### src/verilog/iodg_map.vh
// Constants for the I/O address decode glue.
// Assumes inclusion by iodg_top.v and iodg_sel_decoder.v only.
`ifndef IODG_MAP_VH
`define IODG_MAP_VH

// ==========================================
// Address fields
`define IODG_IO_SPACE_BITS   16
`define IODG_SEL_LSB         2
`define IODG_SEL_MSB         4
`define IODG_BLK_LSB         5
`define IODG_BLK_MSB         7
`define IODG_BLK_MATCH       3'h7
`define IODG_NUM_SEL         8

// ==========================================
// Cycle status codes {mio, dc, wr}
`define IODG_ST_IO_READ      3'h2
`define IODG_ST_IO_WRITE     3'h3

// ==========================================
// Recovery and timeout timing
`define IODG_RECOVERY_HOLD_NS        200
`define IODG_CLK_NS          100
`define IODG_RECOVERY_HOLD_CYC       ((`IODG_RECOVERY_HOLD_NS + `IODG_CLK_NS - 1) / `IODG_CLK_NS)
`define IODG_RECOVERY_HOLD_W         4
`define IODG_TIMEOUT_CYC     64
`define IODG_TIMEOUT_W       7

`endif

### src/verilog/iodg_sel_decoder.v
// Three-to-eight select decoder with three gate enables.
// Assumes a purely combinational use; outputs are registered by the parent.
`timescale 1ns/10ps
`default_nettype none
`include "iodg_map.vh"

module iodg_sel_decoder (
	input  wire       i_gate_low_a_n, // Active-low enable
	input  wire       i_gate_low_b_n, // Active-low enable
	input  wire       i_gate_high,    // Active-high enable
	input  wire [2:0] i_sel,          // Binary select
	output wire [7:0] o_sel_n         // One-hot low selects
);
	wire gate_all;

	assign gate_all = ~i_gate_low_a_n & ~i_gate_low_b_n & i_gate_high;

	genvar g;
	generate
		for (g = 0; g < `IODG_NUM_SEL; g = g + 1) begin : g_out
			assign o_sel_n[g] = ~(gate_all & (i_sel == g));
		end
	endgenerate
endmodule

`default_nettype wire

### src/verilog/iodg_top.v
// I/O address decode glue: cycle latch, select decode, transceiver steering,
// I/O strobes and recovery hold.
// Assumes all inputs are synchronous to i_clk (processor local bus clock).
// Summary of operation
// - N decoded bits give 2^n block selects
// - I/O space 64K, small per-device blocks
// - All three gates asserted, else outputs high
// - Ignore A15-A8, decode A7-A2 to E0-FC
// - Latch start strobe, latched value gates decoder
// - High gate needs A7-A5 high plus latch
// - Completion, reset or timeout ends select
// - Decoder outputs used without address latch
// - Direction is latched write-or-read status
// - Low-true enable from byte lanes
// - Hold recovery until read data floats
// - I/O valid registered edge after start
// - Read strobe in T2 unless recovery holds
// - Read strobe ends at completion
`timescale 1ns/10ps
`default_nettype none
`include "iodg_map.vh"

module iodg_top (
	input  wire        i_clk,                  // Processor clock
	input  wire        i_srst,                 // Sync reset, active high
	input  wire        i_cycle_start_strobe_n, // Cycle start, low
	input  wire        i_mem_io_n,             // High memory, low I/O
	input  wire        i_data_ctrl_n,          // High data, low control
	input  wire        i_wr_rd_n,              // High write, low read
	input  wire [15:0] i_addr,                 // I/O address
	input  wire [3:0]  i_byte_lane_enables_n,  // Byte lanes, low
	input  wire        i_rdy_n,                // Cycle complete, low
	output reg  [7:0]  o_sel_n,                // Peripheral selects, low
	output reg         o_io_cycle_valid,       // I/O cycle pending
	output reg         o_io_rd_strobe_n,       // I/O read strobe, low
	output reg         o_io_wr_strobe_n,       // I/O write strobe, low
	output reg         o_recovery_hold,        // Recovery in progress
	output reg         o_xcvr_direction,       // 1 toward peripherals
	output reg         o_xcvr_enable_n,        // Transceiver enable, low
	output reg         o_timeout               // Cycle timed out
);
	// ==========================================
	// Cycle latch
	reg                      start_latched;
	reg                      cyc_is_write;
	reg [3:0]                lanes_n;
	reg [`IODG_TIMEOUT_W-1:0] tmo_cnt;
	reg [`IODG_RECOVERY_HOLD_W-1:0]   rec_cnt;
	reg                      rdy_prev_n;

	wire       start_now;
	wire       is_io_status;
	wire       blk_hit;
	wire       gate_high;
	wire       cyc_end;
	wire       tmo_hit;
	wire [7:0] dec_sel_n;
	wire       rd_end;
	wire [31:0] recovery_hold_load;

	// Recovery length cut to the counter width on purpose
	assign recovery_hold_load = `IODG_RECOVERY_HOLD_CYC;

	assign start_now    = ~i_cycle_start_strobe_n;
	assign is_io_status = ~i_mem_io_n & i_data_ctrl_n;
	// A15-A8 ignored; only the block field matters here
	assign blk_hit = (i_addr[`IODG_BLK_MSB:`IODG_BLK_LSB] == `IODG_BLK_MATCH);
	assign tmo_hit = (tmo_cnt == `IODG_TIMEOUT_CYC);
	assign cyc_end = ~i_rdy_n | tmo_hit;
	// High gate ends on completion or timeout
	assign gate_high = blk_hit & start_latched & ~cyc_end;
	assign rd_end = ~o_io_rd_strobe_n & cyc_end;

	iodg_sel_decoder u_dec (
		.i_gate_low_a_n (i_mem_io_n),
		.i_gate_low_b_n (~i_data_ctrl_n),
		.i_gate_high    (gate_high),
		.i_sel          (i_addr[`IODG_SEL_MSB:`IODG_SEL_LSB]),
		.o_sel_n        (dec_sel_n)
	);

	always @(posedge i_clk) begin
		if (i_srst) begin
			start_latched <= 1'b0;
			cyc_is_write  <= 1'b0;
			lanes_n       <= 4'hf;
			tmo_cnt       <= {`IODG_TIMEOUT_W{1'b0}};
		end else begin
			if (start_now & is_io_status) begin
				start_latched <= 1'b1;
				cyc_is_write  <= i_wr_rd_n;
				lanes_n       <= i_byte_lane_enables_n;
				tmo_cnt       <= {`IODG_TIMEOUT_W{1'b0}};
			end else if (start_latched & cyc_end) begin
				start_latched <= 1'b0;
			end else if (start_latched) begin
				tmo_cnt <= tmo_cnt + 1'b1;
			end
		end
	end

	// ==========================================
	// Outputs
	always @(posedge i_clk) begin
		if (i_srst) begin
			o_sel_n          <= 8'hff;
			o_io_cycle_valid <= 1'b0;
			o_io_rd_strobe_n <= 1'b1;
			o_io_wr_strobe_n <= 1'b1;
			o_xcvr_direction <= 1'b0;
			o_xcvr_enable_n  <= 1'b1;
			o_timeout        <= 1'b0;
		end else begin
			// Selects go straight out, no address latch stage
			o_sel_n   <= dec_sel_n;
			o_timeout <= start_latched & tmo_hit;
			if (start_now & is_io_status)
				o_io_cycle_valid <= 1'b1;
			else if (cyc_end)
				o_io_cycle_valid <= 1'b0;
			if (start_now & is_io_status)
				o_xcvr_direction <= i_wr_rd_n;
			// Enable only with a lane active during the cycle
			o_xcvr_enable_n <= ~(start_latched & ~cyc_end & ~(&lanes_n));
			// Read strobe waits in T2 for recovery to clear
			if (cyc_end)
				o_io_rd_strobe_n <= 1'b1;
			else if (o_io_cycle_valid & ~cyc_is_write & ~o_recovery_hold)
				o_io_rd_strobe_n <= 1'b0;
			if (cyc_end)
				o_io_wr_strobe_n <= 1'b1;
			else if (o_io_cycle_valid & cyc_is_write & ~o_recovery_hold)
				o_io_wr_strobe_n <= 1'b0;
		end
	end

	// ==========================================
	// Recovery hold after a read ends
	always @(posedge i_clk) begin
		if (i_srst) begin
			o_recovery_hold <= 1'b0;
			rec_cnt         <= {`IODG_RECOVERY_HOLD_W{1'b0}};
			rdy_prev_n      <= 1'b1;
		end else begin
			rdy_prev_n <= i_rdy_n;
			if (rd_end) begin
				// Peripheral lets go at strobe rise; bus floats later
				o_recovery_hold <= 1'b1;
				rec_cnt         <= recovery_hold_load[`IODG_RECOVERY_HOLD_W-1:0];
			end else if (rec_cnt > 1) begin
				rec_cnt <= rec_cnt - 1'b1;
			end else begin
				rec_cnt         <= {`IODG_RECOVERY_HOLD_W{1'b0}};
				o_recovery_hold <= 1'b0;
			end
		end
	end
endmodule

`default_nettype wire

### config.mk
export PLATFORM = sky130hd
export DESIGN_NAME = iodg_top
export DESIGN_NICKNAME = d
export VERILOG_FILES = /design/src/verilog/iodg_sel_decoder.v /design/src/verilog/iodg_top.v
export VERILOG_INCLUDE_DIRS = /design/src /design/src/verilog
export SDC_FILE = /design/constraint.sdc
export NUM_CORES = 1
export LEC_CHECK = 0
export ABC_AREA = 1
export BUFFER_PORTS_ARGS = -buffer_cell sky130_fd_sc_hd__buf_4
export CAP_MARGIN = 20
export CORE_UTILIZATION = 50
export DETAILED_ROUTE_END_ITERATION = 10
export PLACE_DENSITY_LB_ADDON = 0.25
export SLEW_MARGIN = 30
export SYNTH_ARGS = -nofsm -noshare
export SYNTH_HDL_FRONTEND = slang
export SYNTH_SLANG_ARGS = --single-unit
export TNS_END_PERCENT = 10
### constraint.sdc
create_clock -name i_clk -period 2.8 [get_ports i_clk]
set_clock_uncertainty 0.1 [all_clocks]
set_input_delay 0.14 -clock i_clk [delete_from_list [all_inputs] [get_ports i_clk]]
set_output_delay 0.14 -clock i_clk [all_outputs]
set_load 0.02 [all_outputs]
==> impl_metrics.json <==
{
  "clockBufferDepth": 2,
  "path_cells": "inv_1 > ha_1 > nand2_1 > inv_1 > nand3_2 > nand3_4 > nor2_8 > nand4_1 > dlygate4sd3_1",
  "ys_types": 24,
  "switching_share": 0.272,
  "slowest_stage": "dlygate4sd3_1",
  "status": "finished clean",
  "gp_congestion": 0.700,
  "cp_slowest_stage_delay_ns": 0.56,
  "r2r_start": "tmo_cnt[0]$_SDFFE_PP0P_",
  "final_cell_area_um2": 1730,
  "r2r_setup_slack_ns": 0.73,
  "powerDensity_nw_per_um2": 559,
  "switchingPower_uw": 263,
  "seq_area_um2": 621,
  "path_buf_inv": 3,
  "cts_root_buf": "clkbuf_4",
  "htreeDepth": 2,
  "via_count": 1191,
  "clk_latency_ns": 0.33,
  "cts_buffers": 5,
  "grt_max_degree": 12,
  "grt_overflow_total": 0,
  "grt_pass1_wl_um": 4620,
  "area_growth_pct": 32.9,
  "grt_pass1_vias": 1100,
  "fill_cells": 197,
  "power_frac_seq": 0.508,
  "syn_nets": 183,
  "drt_drc_violations_left": 0,
  "seq_area_frac_synth": 0.477,
  "post-route-period-util": 0.738,
  "min_period_ns": 2.07,
  "clkPwrFrac": 0.307,
  "crit_cells": 9,
  "cp-start-kind": "register",
  "path_max_fanout": 9,
  "required_ns": 2.92,
  "cap_violations": 0,
  "end_kind": "register",
  "clkSlewWorstSetupHoldPaths_ns": 0.09,
  "syn-cell-area_um2": 1300,
  "crit_top_cell": "inv_1",
  "tightestPinTransition_ns": 0.342,
  "hold_path.class": "in2reg",
  "ys_ff_latch": 31,
  "wire_per_inst_um": 12.6,
  "synthCells": 152,
  "dr.pass1.iters": 4,
  "clock-sinks": 31,
  "syn_avg_cell_area_um2": 8.55,
  "cp.arrival_ns": 2.19,
  "placedCellCount": 212,
  "max_slew_margin": 0.770,
  "p_leak_nw": 0.728,
  "report.final.hold_viol_count": 0,
  "insertedDiodeCount": 0,
  "p_int_uw": 703,
  "fmax_ghz": 0.484,
  "fin_nets": 230,
  "drt_wl_total_um": 2890,
  "path_delay_family": "buffers and inverters",
  "ys_warn_count": 0,
  "endpoint": "o_sel_n[1]$_SDFF_PP1_",
  "port_buffers": 31,
  "antenna_left": 0,
  "drive_above_1_share": 0.265,
  "multi_input_area_um2": 583,
  "initial_core_util": 0.525,
  "final_core_util": 0.697,
  "grt_use_total": 0.238,
  "regToRegEndpoint": "o_sel_n[1]$_SDFF_PP1_",
  "path_class": "reg2reg",
  "viasPerCell": 5.18,
  "cts_resized": 0,
  "combPwrFrac": 0.185,
  "instances_no_fill": 230,
  "startpoint": "tmo_cnt[0]$_SDFFE_PP0P_",
  "finalMaxSlewViolations": 0,
  "dpl.hpwl_um": 2000,
  "die_area_um2": 2810,
  "drt_iter0_drc": 21,
  "r2r_cells": 9,
  "rsz0062_at_grt": "false",
  "setup_tns_ns": 0,
  "antenna_found_initial": 0,
  "place_area_um2": 1560,
  "fp.dieH_um": 53.0,
  "core_area_um2": 2480,
  "row_count": 18,
  "vdd_drop_max_mv": 0.443,
  "io_pins": 42,
  "die_w_um": 53.0,
  "power_uw": 966,
  "setup_violations": 0,
  "cts_tree": "yes"
}
-- routing by layer --
| layer | global-route usage | routed length, um |
|---|---|---|
| met1 | 0.258 | 1210 |
| met2 | 0.409 | 1540 |
| met3 | 0.0920 | 99 |
| met4 | 0.101 | 34 |
| met5 | 0 | 0 |
-- worst reg2reg max path, stage by stage (launching register included) --
cell and delay, ns:
dfxtp_1 0.39, inv_1 0.07, ha_1 0.19, nand2_1 0.07, inv_1 0.04, nand3_2 0.12, nand3_4 0.17, nor2_8 0.18
nand4_1 0.08, dlygate4sd3_1 0.56
-- area by class of cell --
| cell class | count | area share |
|---|---|---|
| Clock buffer | 8 | 0.0398 |
| Multi-Input combinational cell | 98 | 0.337 |
| Sequential cell | 31 | 0.359 |
| Tap cell | 30 | 0.0217 |
| Timing Repair Buffer | 41 | 0.193 |
| Inverter | 22 | 0.0492 |
-- state kept, by name, summed over array words and instances, names as in the netlist --
name	flops
rec_cnt	4
o_io_rd_strobe_n	1
o_io_wr_strobe_n	1
o_xcvr_enable_n	1
o_io_cycle_valid	1
o_xcvr_direction	1
o_recovery_hold	1
o_sel_n	8
lanes_n	4
start_latched	1
tmo_cnt	7
o_timeout	1
-- logic make-up (layout without fill, tap and decap cells) --
logic type / count (synthesis) / count (layout) / synth area share
AO/OA/AOI/OAI: 21 / 21 / 0.110
XOR/XNOR: 4 / 4 / 0.0270
adder cells (fa/ha/maj): 4 / 4 / 0.0385
buffers and inverters: 23 / 71 / 0.0741
flip-flops: 31 / 31 / 0.477
AND/OR/NAND/NOR: 69 / 69 / 0.273
-- stage by stage --
step	setup slack (ns)	hold slack (ns)
2_1_floorplan	1.43	0.117
3_3_place_gp	1.30	0.269
3_5_place_dp	1.25	0.276
4_1_cts	0.745	0.0419
5_1_grt	0.596	0.0358
6_report	0.733	0.0482
-- power by group through the flow --
stage,Combinational (mW),Sequential [mW],Clock (mW)
floorplan,0.116,0.499,0
global placement,0.152,0.498,0
detailed placement,0.167,0.501,0
CTS,0.178,0.491,0.300
global route,0.198,0.495,0.325
finish,0.178,0.491,0.297
-- cells in the mapped netlist --
cell type / number / area [um2]
nand3_4: 1 / 17.5
nand2_2: 2 / 12.5
o21ai_1: 1 / 5.00
a21oi_1: 1 / 5.00
buf_6: 1 / 11.3
o21ai_0: 7 / 35.0
nor2_4: 1 / 11.3
xor2_1: 2 / 17.5
a21oi_2: 6 / 52.6
nand4_1: 11 / 68.8
o22ai_1: 2 / 12.5
dfxtp_1: 31 / 621
nor2_8: 1 / 20.0
xnor2_1: 2 / 17.5
nand3_1: 4 / 20.0
nor2_1: 13 / 48.8
nor3_1: 2 / 10.0
inv_1: 21 / 78.8
o22a_1: 3 / 26.3
nand2_1: 31 / 116
nand3_2: 3 / 30.0
a31oi_1: 1 / 6.26
inv_4: 1 / 6.26
ha_1: 4 / 50.1
-- layout by cell type (no fill, tap or decap), types with 5 or more instances in the layout --
master and instances:
dfxtp_1 31, nor2_1 13, o21ai_0 7, nand4_1 11, nand2_1 31, buf_4 31
inv_1 21, a21oi_2 6, clkbuf_4 5, dlygate4sd3_1 10
-- worst min-delay path by stage --
stage,from,end,slack [ns],depth (start not counted)
floorplan,i_srst,o_timeout$_SDFF_PP0_,0.12,1
global placement,i_byte_lane_enables_n[3],lanes_n[3]$_SDFFE_PP1P_,0.27,2
detailed placement,i_byte_lane_enables_n[3],lanes_n[3]$_SDFFE_PP1P_,0.28,2
CTS,i_rdy_n,tmo_cnt[2]$_SDFFE_PP0P_,0.04,3
global route,i_rdy_n,tmo_cnt[2]$_SDFFE_PP0P_,0.04,3
finish,i_rdy_n,tmo_cnt[2]$_SDFFE_PP0P_,0.05,3
-- timing repair --
action | CTS | global route
buffers inserted | 0 | 0
hold buffers | 10 | 0
hold endpoints to repair | 14 | 0
Power figures use the tool's default switching activity.
